[config.mk]
export PLATFORM = sky130hd
export DESIGN_NAME = irxbm_regs
export DESIGN_NICKNAME = d
export VERILOG_FILES = /design/src/irxbm_pkg.sv /design/src/irxbm_sticky.sv /design/src/irxbm_regs.sv
export VERILOG_INCLUDE_DIRS = /design/src
export SDC_FILE = /design/constraint.sdc
export NUM_CORES = 1
export LEC_CHECK = 0
export ABC_AREA = 0
export BUFFER_PORTS_ARGS = -buffer_cell sky130_fd_sc_hd__buf_4
export CAP_MARGIN = 20
export CORE_ASPECT_RATIO = 2
export CORE_MARGIN = 2
export CORE_UTILIZATION = 50
export DETAILED_ROUTE_END_ITERATION = 12
export PLACE_DENSITY = 0.82
export SLEW_MARGIN = 20
export SYNTH_ARGS = -nofsm -noshare
export SYNTH_HDL_FRONTEND = slang
export SYNTH_SLANG_ARGS = --single-unit
[constraint.sdc]
create_clock -name aclk -period 3.7 [get_ports aclk]
set_input_delay 0.37 -clock aclk [delete_from_list [all_inputs] [get_ports aclk]]
set_output_delay 0.37 -clock aclk [all_outputs]
set_load 0.02 [all_outputs]
[src/irxbm_defines.svh]
// constants of the iso receive mask and bus-management init register block
// Notes on behaviour
// RULE_01 - four-bit receive mask, upper bits read zero
// RULE_02 - set and clear addresses both read mask
// RULE_03 - mask bit n governs receive context n
// RULE_04 - ones set or clear; zeros do nothing
// RULE_05 - event clear read returns events ANDed mask
// RULE_06 - summary request when event and mask meet
// RULE_07 - bandwidth field resets 1333h, survives bus reset
// RULE_08 - any reset kind copies bandwidth to CSR; soft_reset_input gives no load here
// RULE_09 - bandwidth bits 31..13 ignore writes, read zero
// RULE_10 - upper channels resets ones, copied on resets
// RULE_11 - lower channels resets ones, copied on resets
`ifndef IRXBM_DEFINES_SVH
`define IRXBM_DEFINES_SVH

// ************************************************************
// widths
// ************************************************************
`define IRXBM_ADDR_W       8
`define IRXBM_DATA_W       32
`define IRXBM_STRB_W       4
`define IRXBM_CTX_N        4
`define IRXBM_BW_W         13
`define IRXBM_IRQ_N        2

// ************************************************************
// byte offsets of the register words
// ************************************************************
`define IRXBM_ADDR_ALIGN   8'hFC
`define IRXBM_OFS_EVT_CLR  8'hA4
`define IRXBM_OFS_MASK_SET 8'hA8
`define IRXBM_OFS_MASK_CLR 8'hAC
`define IRXBM_OFS_INIT_BW  8'hB0
`define IRXBM_OFS_INIT_HI  8'hB4
`define IRXBM_OFS_INIT_LO  8'hB8
`define IRXBM_OFS_IRQ_STAT 8'hC0
`define IRXBM_OFS_IRQ_MASK 8'hC4

// ************************************************************
// reset values, interrupt bits, responses
// ************************************************************
`define IRXBM_BW_RST       13'h1333
`define IRXBM_CH_RST       32'hFFFFFFFF
`define IRXBM_IRQ_SUMMARY  0
`define IRXBM_IRQ_CSRLOAD  1
`define IRXBM_RESP_OKAY    2'h0
`define IRXBM_RESP_SLVERR  2'h2

`endif

[src/irxbm_pkg.sv]
// types shared by the iso receive mask and bus-management init register block
`include "irxbm_defines.svh"
package irxbm_pkg;

   // ************************************************************
   // carriers
   // ************************************************************
   // one captured write: address, data and byte enables
   typedef struct packed {
      logic [`IRXBM_ADDR_W-1:0] addr;
      logic [`IRXBM_DATA_W-1:0] data;
      logic [`IRXBM_STRB_W-1:0] strb;
   } irxbm_wr_t;

   // values handed to the bus-management CSR block on a load
   typedef struct packed {
      logic [`IRXBM_BW_W-1:0]   bandwidth;
      logic [`IRXBM_DATA_W-1:0] upper;
      logic [`IRXBM_DATA_W-1:0] lower;
   } irxbm_csr_init_t;

endpackage

[src/irxbm_sticky.sv]
// set/clear bit register where a set always beats a clear in the same cycle
`timescale 1ns/10ps
module irxbm_sticky #(
   parameter int W = 4
) (
   // clock and reset
   input  wire logic         aclk,
   input  wire logic         aresetn,
   // bit controls, one-cycle
   input  wire logic [W-1:0] set_bits,
   input  wire logic [W-1:0] clr_bits,
   // stored bits
   output logic      [W-1:0] bits
);

   logic [W-1:0] bits_reg;
   logic [W-1:0] bits_next;

   // ************************************************************
   // next value
   // ************************************************************
   // set applied last so a coincident event is never lost
   always_comb begin
      bits_next = (bits_reg & ~clr_bits) | set_bits;
   end

   // ************************************************************
   // storage
   // ************************************************************
   // reset leaves every bit clear
   always_ff @(posedge aclk) begin
      if (!aresetn) begin
         bits_reg <= '0;
      end else begin
         bits_reg <= bits_next;
      end
   end

   assign bits = bits_reg;

endmodule

[src/irxbm_regs.sv]
// iso receive interrupt mask and bus-management init registers on AXI4-Lite
//
// Decided for this implementation: the AXI4-Lite register port.
`timescale 1ns/10ps
`include "irxbm_defines.svh"
module irxbm_regs (
   // clock and reset
   input  wire logic                          aclk,
   input  wire logic                          aresetn,
   // write address channel
   input  wire logic [`IRXBM_ADDR_W-1:0]      awaddr,
   input  wire logic [2:0]                    awprot,
   input  wire logic                          awvalid,
   output logic                               awready,
   // write data channel
   input  wire logic [`IRXBM_DATA_W-1:0]      wdata,
   input  wire logic [`IRXBM_STRB_W-1:0]      wstrb,
   input  wire logic                          wvalid,
   output logic                               wready,
   // write response channel
   output logic [1:0]                         bresp,
   output logic                               bvalid,
   input  wire logic                          bready,
   // read address channel
   input  wire logic [`IRXBM_ADDR_W-1:0]      araddr,
   input  wire logic [2:0]                    arprot,
   input  wire logic                          arvalid,
   output logic                               arready,
   // read data channel
   output logic [`IRXBM_DATA_W-1:0]           rdata,
   output logic [1:0]                         rresp,
   output logic                               rvalid,
   input  wire logic                          rready,
   // receive context events from the event register block
   input  wire logic [`IRXBM_CTX_N-1:0]       rx_event,
   // reset sources
   input  wire logic                          soft_reset_input,
   input  wire logic                          global_reset_input,
   input  wire logic                          host_bus_reset_input,
   input  wire logic                          bus_reset_1394_input,
   // summary request toward the main interrupt event register
   output logic                               iso_receive_summary_irq,
   // load toward the bus-management CSR block
   output logic                               csr_load_strobe,
   output irxbm_pkg::irxbm_csr_init_t         csr_init_value,
   // block interrupt
   output logic                               irq
);

   // ************************************************************
   // declarations
   // ************************************************************
   // bus handshake state
   logic                              aw_full_reg;
   logic                              aw_full_next;
   logic                              w_full_reg;
   logic                              w_full_next;
   irxbm_pkg::irxbm_wr_t              wr_reg;
   irxbm_pkg::irxbm_wr_t              wr_next;
   logic                              awready_reg;
   logic                              awready_next;
   logic                              wready_reg;
   logic                              wready_next;
   logic                              bvalid_reg;
   logic                              bvalid_next;
   logic [1:0]                        bresp_reg;
   logic [1:0]                        bresp_next;
   logic                              arready_reg;
   logic                              arready_next;
   logic                              rvalid_reg;
   logic                              rvalid_next;
   logic [1:0]                        rresp_reg;
   logic [1:0]                        rresp_next;
   logic [`IRXBM_DATA_W-1:0]          rdata_reg;
   logic [`IRXBM_DATA_W-1:0]          rdata_next;
   logic                              wr_fire;
   logic [`IRXBM_ADDR_W-1:0]          wr_word;
   logic [`IRXBM_ADDR_W-1:0]          rd_word;
   logic [`IRXBM_DATA_W-1:0]          wmask;
   logic [`IRXBM_DATA_W-1:0]          wbits;
   // init fields
   logic [`IRXBM_BW_W-1:0]            bw_reg;
   logic [`IRXBM_BW_W-1:0]            bw_next;
   logic [`IRXBM_DATA_W-1:0]          hi_reg;
   logic [`IRXBM_DATA_W-1:0]          hi_next;
   logic [`IRXBM_DATA_W-1:0]          lo_reg;
   logic [`IRXBM_DATA_W-1:0]          lo_next;
   // masks and interrupts
   logic [`IRXBM_CTX_N-1:0]           mask_bits;
   logic [`IRXBM_CTX_N-1:0]           mask_set;
   logic [`IRXBM_CTX_N-1:0]           mask_clr;
   logic [`IRXBM_IRQ_N-1:0]           stat_bits;
   logic [`IRXBM_IRQ_N-1:0]           stat_set;
   logic [`IRXBM_IRQ_N-1:0]           stat_clr;
   logic [`IRXBM_IRQ_N-1:0]           imask_reg;
   logic [`IRXBM_IRQ_N-1:0]           imask_next;
   logic                              summary_reg;
   logic                              summary_next;
   logic                              irq_reg;
   logic                              irq_next;
   // csr load
   logic                              load_pend_reg;
   logic                              load_pend_next;
   logic                              load_req;
   logic                              load_req_d_reg;
   logic                              load_req_d_next;
   logic                              load_reg;
   logic                              load_next;
   irxbm_pkg::irxbm_csr_init_t        csr_reg;
   irxbm_pkg::irxbm_csr_init_t        csr_next;

   // ************************************************************
   // write and read channels
   // ************************************************************
   // address and data are taken in either order; the write acts once both are held
   // and no response is pending, so one write at most is under way
   always_comb begin
      aw_full_next = aw_full_reg;
      w_full_next  = w_full_reg;
      wr_next      = wr_reg;
      bvalid_next  = bvalid_reg;
      bresp_next   = bresp_reg;
      wr_fire      = aw_full_reg && w_full_reg && !bvalid_reg;
      wr_word      = wr_reg.addr & `IRXBM_ADDR_ALIGN;
      if (awvalid && awready_reg) begin
         aw_full_next = 1'b1;
         wr_next.addr = awaddr;
      end
      if (wvalid && wready_reg) begin
         w_full_next  = 1'b1;
         wr_next.data = wdata;
         wr_next.strb = wstrb;
      end
      if (bvalid_reg && bready) begin
         bvalid_next = 1'b0;
      end
      if (wr_fire) begin
         aw_full_next = 1'b0;
         w_full_next  = 1'b0;
         bvalid_next  = 1'b1;
         case (wr_word)
            `IRXBM_OFS_EVT_CLR,
            `IRXBM_OFS_MASK_SET,
            `IRXBM_OFS_MASK_CLR,
            `IRXBM_OFS_INIT_BW,
            `IRXBM_OFS_INIT_HI,
            `IRXBM_OFS_INIT_LO,
            `IRXBM_OFS_IRQ_STAT,
            `IRXBM_OFS_IRQ_MASK: begin
               bresp_next = `IRXBM_RESP_OKAY;
            end
            default: begin
               bresp_next = `IRXBM_RESP_SLVERR;
            end
         endcase
      end
      awready_next = !aw_full_next;
      wready_next  = !w_full_next;
   end

   // byte enables turned into a bit mask; the words are written lane by lane
   assign wmask = {{8{wr_reg.strb[3]}}, {8{wr_reg.strb[2]}},
                   {8{wr_reg.strb[1]}}, {8{wr_reg.strb[0]}}};
   assign wbits = wr_reg.data & wmask;

   // read data is sampled from the registers on the address handshake
   always_comb begin
      rvalid_next  = rvalid_reg;
      rresp_next   = rresp_reg;
      rdata_next   = rdata_reg;
      rd_word      = araddr & `IRXBM_ADDR_ALIGN;
      if (rvalid_reg && rready) begin
         rvalid_next = 1'b0;
      end
      if (arvalid && arready_reg) begin
         rvalid_next = 1'b1;
         rresp_next  = `IRXBM_RESP_OKAY;
         case (rd_word)
            `IRXBM_OFS_EVT_CLR: begin
               rdata_next = {{(`IRXBM_DATA_W-`IRXBM_CTX_N){1'b0}},
                             rx_event & mask_bits}; // see RULE_05
            end
            `IRXBM_OFS_MASK_SET,
            `IRXBM_OFS_MASK_CLR: begin
               rdata_next = {{(`IRXBM_DATA_W-`IRXBM_CTX_N){1'b0}},
                             mask_bits}; // see RULE_01 see RULE_02
            end
            `IRXBM_OFS_INIT_BW: begin
               rdata_next = {{(`IRXBM_DATA_W-`IRXBM_BW_W){1'b0}}, bw_reg}; // see RULE_09
            end
            `IRXBM_OFS_INIT_HI: begin
               rdata_next = hi_reg;
            end
            `IRXBM_OFS_INIT_LO: begin
               rdata_next = lo_reg;
            end
            `IRXBM_OFS_IRQ_STAT: begin
               rdata_next = {{(`IRXBM_DATA_W-`IRXBM_IRQ_N){1'b0}}, stat_bits};
            end
            `IRXBM_OFS_IRQ_MASK: begin
               rdata_next = {{(`IRXBM_DATA_W-`IRXBM_IRQ_N){1'b0}}, imask_reg};
            end
            default: begin
               rdata_next = '0;
               rresp_next = `IRXBM_RESP_SLVERR;
            end
         endcase
      end
      arready_next = !rvalid_next;
   end

   // ************************************************************
   // init fields and mask controls
   // ************************************************************
   // soft reset outranks a write in the same cycle; bus resets do not touch the fields
   always_comb begin
      bw_next    = bw_reg;
      hi_next    = hi_reg;
      lo_next    = lo_reg;
      imask_next = imask_reg;
      mask_set   = '0;
      mask_clr   = '0;
      stat_clr   = '0;
      if (wr_fire) begin
         case (wr_word)
            `IRXBM_OFS_MASK_SET: begin
               mask_set = wbits[`IRXBM_CTX_N-1:0]; // see RULE_04 see RULE_03
            end
            `IRXBM_OFS_MASK_CLR: begin
               mask_clr = wbits[`IRXBM_CTX_N-1:0]; // see RULE_04
            end
            `IRXBM_OFS_INIT_BW: begin
               bw_next = (bw_reg & ~wmask[`IRXBM_BW_W-1:0])
                         | wbits[`IRXBM_BW_W-1:0]; // see RULE_09
            end
            `IRXBM_OFS_INIT_HI: begin
               hi_next = (hi_reg & ~wmask) | wbits;
            end
            `IRXBM_OFS_INIT_LO: begin
               lo_next = (lo_reg & ~wmask) | wbits;
            end
            `IRXBM_OFS_IRQ_STAT: begin
               stat_clr = wbits[`IRXBM_IRQ_N-1:0];
            end
            `IRXBM_OFS_IRQ_MASK: begin
               imask_next = (imask_reg & ~wmask[`IRXBM_IRQ_N-1:0])
                            | wbits[`IRXBM_IRQ_N-1:0];
            end
            default: begin
               bw_next = bw_reg;
            end
         endcase
      end
      if (soft_reset_input) begin
         bw_next = `IRXBM_BW_RST;  // see RULE_07
         hi_next = `IRXBM_CH_RST;  // see RULE_10
         lo_next = `IRXBM_CH_RST;  // see RULE_11
      end
   end

   // receive mask; only one of the two addresses acts in a cycle
   irxbm_sticky #(
      .W (`IRXBM_CTX_N)
   ) u_rx_mask (
      .aclk     (aclk),
      .aresetn  (aresetn),
      .set_bits (mask_set),
      .clr_bits (mask_clr),
      .bits     (mask_bits)
   );

   // ************************************************************
   // summary request, csr load and block interrupt
   // ************************************************************
   // a rise of the OR of the global, host-bus and 1394 reset inputs gives one load, soft reset none; a load is also owed right after reset
   always_comb begin
      summary_next    = |(rx_event & mask_bits); // see RULE_06 see RULE_03
      load_req        = global_reset_input | host_bus_reset_input
                        | bus_reset_1394_input;
      load_req_d_next = load_req;
      load_pend_next  = 1'b0;
      load_next       = load_pend_reg | (load_req & ~load_req_d_reg); // see RULE_08
      csr_next        = csr_reg;
      if (load_next) begin
         csr_next.bandwidth = bw_reg;  // see RULE_08
         csr_next.upper     = hi_reg;  // see RULE_10
         csr_next.lower     = lo_reg;  // see RULE_11
      end
      stat_set                     = '0;
      stat_set[`IRXBM_IRQ_SUMMARY] = summary_next & ~summary_reg;
      stat_set[`IRXBM_IRQ_CSRLOAD] = load_next;
      // status flops update on this same edge, so irq follows them with no lag
      irq_next = |(((stat_bits & ~stat_clr) | stat_set) & imask_next);
   end

   // event status; clearing by writing ones, a fresh event wins
   irxbm_sticky #(
      .W (`IRXBM_IRQ_N)
   ) u_irq_stat (
      .aclk     (aclk),
      .aresetn  (aresetn),
      .set_bits (stat_set),
      .clr_bits (stat_clr),
      .bits     (stat_bits)
   );

   // ************************************************************
   // registers
   // ************************************************************
   // synchronous reset; the bus sits ready to take requests once it is released
   always_ff @(posedge aclk) begin
      if (!aresetn) begin
         aw_full_reg    <= 1'b0;
         w_full_reg     <= 1'b0;
         wr_reg         <= '0;
         awready_reg    <= 1'b1;
         wready_reg     <= 1'b1;
         bvalid_reg     <= 1'b0;
         bresp_reg      <= `IRXBM_RESP_OKAY;
         arready_reg    <= 1'b1;
         rvalid_reg     <= 1'b0;
         rresp_reg      <= `IRXBM_RESP_OKAY;
         rdata_reg      <= '0;
         bw_reg         <= `IRXBM_BW_RST;  // see RULE_07
         hi_reg         <= `IRXBM_CH_RST;  // see RULE_10
         lo_reg         <= `IRXBM_CH_RST;  // see RULE_11
         imask_reg      <= '0;
         summary_reg    <= 1'b0;
         irq_reg        <= 1'b0;
         load_pend_reg  <= 1'b1;
         load_req_d_reg <= 1'b0;
         load_reg       <= 1'b0;
         csr_reg        <= {`IRXBM_BW_RST, `IRXBM_CH_RST, `IRXBM_CH_RST};
      end else begin
         aw_full_reg    <= aw_full_next;
         w_full_reg     <= w_full_next;
         wr_reg         <= wr_next;
         awready_reg    <= awready_next;
         wready_reg     <= wready_next;
         bvalid_reg     <= bvalid_next;
         bresp_reg      <= bresp_next;
         arready_reg    <= arready_next;
         rvalid_reg     <= rvalid_next;
         rresp_reg      <= rresp_next;
         rdata_reg      <= rdata_next;
         bw_reg         <= bw_next;
         hi_reg         <= hi_next;
         lo_reg         <= lo_next;
         imask_reg      <= imask_next;
         summary_reg    <= summary_next;
         irq_reg        <= irq_next;
         load_pend_reg  <= load_pend_next;
         load_req_d_reg <= load_req_d_next;
         load_reg       <= load_next;
         csr_reg        <= csr_next;
      end
   end

   // ************************************************************
   // outputs
   // ************************************************************
   assign awready                 = awready_reg;
   assign wready                  = wready_reg;
   assign bvalid                  = bvalid_reg;
   assign bresp                   = bresp_reg;
   assign arready                 = arready_reg;
   assign rvalid                  = rvalid_reg;
   assign rresp                   = rresp_reg;
   assign rdata                   = rdata_reg;
   assign iso_receive_summary_irq = summary_reg;
   assign csr_load_strobe         = load_reg;
   assign csr_init_value          = csr_reg;
   assign irq                     = irq_reg;

endmodule

* Word-level counts from Yosys, hierarchy flattened *
Cells that the tools add are included.

operators by class
  equal/unequal tests = 16
  muxes and demuxes = 20
  bitwise logic cells = 28
  reduce and logical (&&, ||, !) cells = 21

operator list
  operator                              count
  case mux 32 bit (7 select lines)      1
  AND 32 bit                            3
  == test 6 bit, second input constant  16
  OR 32 bit                             2
  inverter 32 bit                       1
  two-way mux 4 bit                     4
  OR reduction 8 bit                    2
  AND 13 bit                            1
  inverter 13 bit                       1
  OR 13 bit                             1
  two-way mux 2 bit                     6
  two-way mux 1 bit                     9
  AND 4 bit                             2
  logical AND 1 bit                     7
  AND 2 bit                             3
  AND reduction 2 bit                   3
  OR reduction 2 bit                    3
  logical NOT 1 bit                     4
  inverter 2 bit                        2
  inverter 4 bit                        1
  OR 2 bit                              2
  OR 4 bit                              1
  OR reduction 4 bit                    1
  inverter 1 bit                        3
  3 further kinds                       6

word-level totals
  register bits after elaboration = 254
  output and inout port bits = 121
  logic and storage cells = 112

* Depth between registers and ports, before layout *
  word-level depth = 8
  depth in mapped cells = 8

* Modules after synthesis *
From an unflattened synthesis, not the netlist that was laid out.

unflattened totals
  cell total of the unflattened synthesis = 1106
  area, all modules = 9426.5 sq um

modules (own cells, without submodules)
  module                     instances  cells each  area each (sq um)  sequential area each (sq um)
  irxbm_regs                 1          1088        9178.8             4884.7
  irxbm_sticky (u_rx_mask)   1          12          165.2              80.1
  irxbm_sticky (u_irq_stat)  1          6           82.6               40.0

* Least setup slack after synthesis *
OpenSTA, ideal clock, no wires.

  path type = in2reg
  from = input araddr[3]
  to = register rdata_reg[2] (netlist: rdata[2])
  data arrival time = 1.677 ns
  slack = 1.956 ns
  stages on the path = 7
  buffers on the path = 2
  cells stage by stage = buf_6 > or3b_4 > nor2_1 > o21ai_1 > or3_4 > buf_6 > o21ai_2

on the way
  word-level cells in the longest chain between the ends = 3
  elaborated cells between the ends (all ways) = 10

ends and longest elaborated chain
  item                                line               RTL
  start, declared                     irxbm_regs.sv:25   input wire logic [`IRXBM_ADDR_W-1:0] araddr,
  == test 6 bit                       irxbm_regs.sv:178  case (rd_word)
  OR reduction 2 bit                  --
  case mux 32 bit (7 select lines) *  irxbm_regs.sv:178
  end signal, assigned                irxbm_regs.sv:345  rdata_reg <= rdata_next;
  end, declared                       irxbm_regs.sv:74   logic [`IRXBM_DATA_W-1:0] rdata_reg;

Every way passes the cells marked *; elsewhere a longest branch is shown, timed or not.
A chain may end at the register's enable or synchronous reset.

==> impl_metrics.csv <==
group,metric,value,unit
worst_setup_path,worstPathArrival,2.77,ns
clock_tree,clkLatencyLatePin,0.50,ns
global_routing,antenna_found_initial,0,
final_layout,multi_input_area,3980,sq um
sta,finalSetupViolCount,0,
power_and_ir_drop,leakage,5.04,nW
detailed_routing,drcViolationCount,0,
sta,period_needed,2.42,ns
power_and_ir_drop,netSwitchingPower,1.34,mW
sta,layout_setup_ws,1.28,ns
final_layout,syn_to_final_growth,22.5,%
logic_synthesis,synth_seq_cells,250,
die,pin_count,194,
global_routing,first_global_vias,7907,
power_and_ir_drop,power,5.50,mW
sta,post-route-period-util,65.5,%
clock_tree,cts-buffers-inserted,21,
final_layout,antenna_cells,0,
clock_tree,cts_tree,"built",
die,initial_core_util,51.0,%
logic_synthesis,synth_area_leaders,"dfxtp_1, nand2_1, nand3_1, mux2i_1, a21oi_1",
worst_setup_path,reg2regPathDepth,5,
global_routing,grt.total_usage,25.6,%
worst_setup_path,required,4.04,ns
logic_synthesis,syn_area_per_cell,8.43,sq um
power_and_ir_drop,seqPwrFrac,51.5,%
global_routing,grt_pass1_wl,40400,um
die,fp.dieW,101,um
final_layout,final_area,11400,sq um
logic_synthesis,synth-edff-count,0,
final_layout,drive_gt1_share,21.7,%
logic_synthesis,ys.flop_type,"dfxtp_1",
place,dp_hpwl,17700,um
worst_setup_path,criticalPathCategory,"flip-flop to flip-flop",
detailed_routing,dr.pass1.iters,7,
logic_synthesis,async_reset_ff_share,0,%
clock_tree,clkSinkCount,250,
sta,clock.fmax,412,MHz
detailed_routing,antenna_left,0,
detailed_routing,vias,8284,
die,die_h,197,um
logic_synthesis,yosysWarnings,0,
logic_synthesis,synth_top_cell_by_area,"dfxtp_1",
sta,fin_tns_setup,0,ns
detailed_routing,wl_per_cell,17.5,um
final_layout,n_fill_cell,1599,
die,core-area,18300,sq um
sta,final_max_slew_viol_count,0,
final_layout,finish.utilization,62.5,%
flow_run,maxCapViolCount,0,
logic_synthesis,yosysSeqAreaShare,53.6,%
final_layout,final_cells,1478,
sta,tightestPinTransition,1.06,ns
worst_setup_path,startpoint_type,"flip-flop",
logic_synthesis,synth_cell_types,51,
sta,slew_headroom,29.0,%
power_and_ir_drop,powerDensity,481,nW/um^2
logic_synthesis,syn_inst,1107,
sta,finClkSkew,0.0166,ns
clock_tree,htreeDepth,1,
run_status,outcome,"completed",
clock_tree,clkTransAtPathRegs,0.08,ns
die,dieArea,19800,sq um
global_routing,grt_max_degree,79,
sta,fin_hold_ws,0.109,ns
place,portBuffers,181,
final_layout,area.sequential,5000,sq um
place,place_area,10800,sq um
detailed_routing,finalWirelength,25800,um
detailed_routing,avgViaCountPerCell,5.60,
place,place_congestion,0.861,
clock_tree,cts_buffer_depth,3,
clock_tree,cts_resized,0,
power_and_ir_drop,p_int,4.16,mW
clock_tree,postCtsSetupBuffers,0,
clock_tree,hold_buffers,0,
power_and_ir_drop,power_frac_comb,8.6,%
place,place_ws,1.31,ns
power_and_ir_drop,max-vdd-ir-drop,0.374,mV
logic_synthesis,synth.top_cell.area_share,53.6,%
die,num_rows,70,
global_routing,overflow,0,
sta,hold_viol_final,0,
clock_tree,cts-root-buf,"clkbuf_16",
power_and_ir_drop,p_clk_share,40.0,%
detailed_routing,drt_iter0_drc,427,
power_and_ir_drop,swShare,24.3,%
worst_setup_path,critPathCaptureType,"flip-flop",
place,dp.cells,1442,
worst_setup_path,crit_fanout,8,
logic_synthesis,syn_area,9330,sq um
sta,rsz0062_at_grt,"false",
final_layout,layout.nets,1322,
worst_hold_path,min_path_type,"input port to flip-flop",
worst_hold_path,worstHoldPathCells,3,
-- critical path, stage by stage, from the launching register on --
cell,delay [ns]
dfxtp_1,0.64
inv_2,0.20
nor3_2,0.46
and3_1,0.62
mux2i_1,0.27
nand2_1,0.07
-- layer usage --
layer	share of wire (%)	routed length, um	GRT usage (%)	vias to the layer above
li1	-	-	-	3989
met1	35	9040	27.4	3900
met4	5.2	1360	12.5	0
met3	5.2	1330	3.04	87
met2	55	14100	48.1	308
met5	0	0	0	-
-- final timing paths --
path	startpoint	to	slack, ns
setup / recovery	wr_reg[38]	flip-flop	1.28
hold / removal	wdata[31]	wr_reg[35]	0.11
setup reg to reg	wr_reg[38]	flip-flop	1.28
hold reg to reg	rdata[13]	rdata[13]	0.45
-- layout make-up --
class | count | area share [%]
multi-input cells | 770 | 34.8
inverters | 13 | 0.427
clock inverters | 9 | 0.941
flip-flops and latches | 250 | 43.8
repair buffers | 193 | 12.8
clock buffers | 27 | 4.88
well taps | 216 | 2.36
-- logic make-up (layout without fill, tap and decap cells) --
family	Yosys count	after routing	share of synthesized area [%]
buffers and inverters	88	242	4.14
flip-flops	250	250	53.6
other	1	2	0.0402
AO/OA/AOI/OAI	134	134	9.94
AND/OR/NAND/NOR	597	597	28.3
multiplexers	37	37	3.97
-- cell usage in the layout, fill, tap and decap left out, types with 2 or more instances in the layout --
cell type     n
nand2_1     395
dfxtp_1     250
buf_4       192
nand3_1     133
a21oi_1      55
mux2i_1      37
o21ai_2      30
nor2_1       21
clkbuf_16    21
a22oi_1      19
inv_1        11
a222oi_1      9
nor3_1        7
and3_1        7
a221oi_1      5
clkbuf_1      5
a22o_1        3
o21ai_1       3
nand2b_1      3
nor4_4        3
and2_1        3
clkinv_2      3
nor4bb_1      2
nor4b_1       2
inv_2         2
nor2_4        2
nor2b_1       2
or2_2         2
o21ai_0       2
nor3b_4       2
conb_1        2
bufinv_16     2
clkinvlp_4    2
-- synthesized netlist by cell type (all sizes together) (2+ instances only) --
cell	count
inv	13
a22oi	19
nand2	395
a22o	3
o21ai	35
a221oi	5
and3	7
nor2	24
nand2b	3
nor4	4
nor3	8
mux2i	37
clkbuf	50
a222oi	9
nand4b	2
nor2b	2
and2	3
nor3b	4
nor4bb	2
buf	25
nor4b	2
dfxtp	250
nand3	133
or2	2
a21oi	56
-- power groups by stage --
stage                     registers, mW  clock network (mW)  logic (mW)
after floorplan                    2.92                   0       0.231
after global placement             2.89                   0       0.466
after detailed placement           2.89                   0       0.473
after CTS                          2.83                2.22       0.475
after global routing               2.84                2.33       0.515
final                              2.83                2.20       0.471
(Power assumes the default switching activity.)
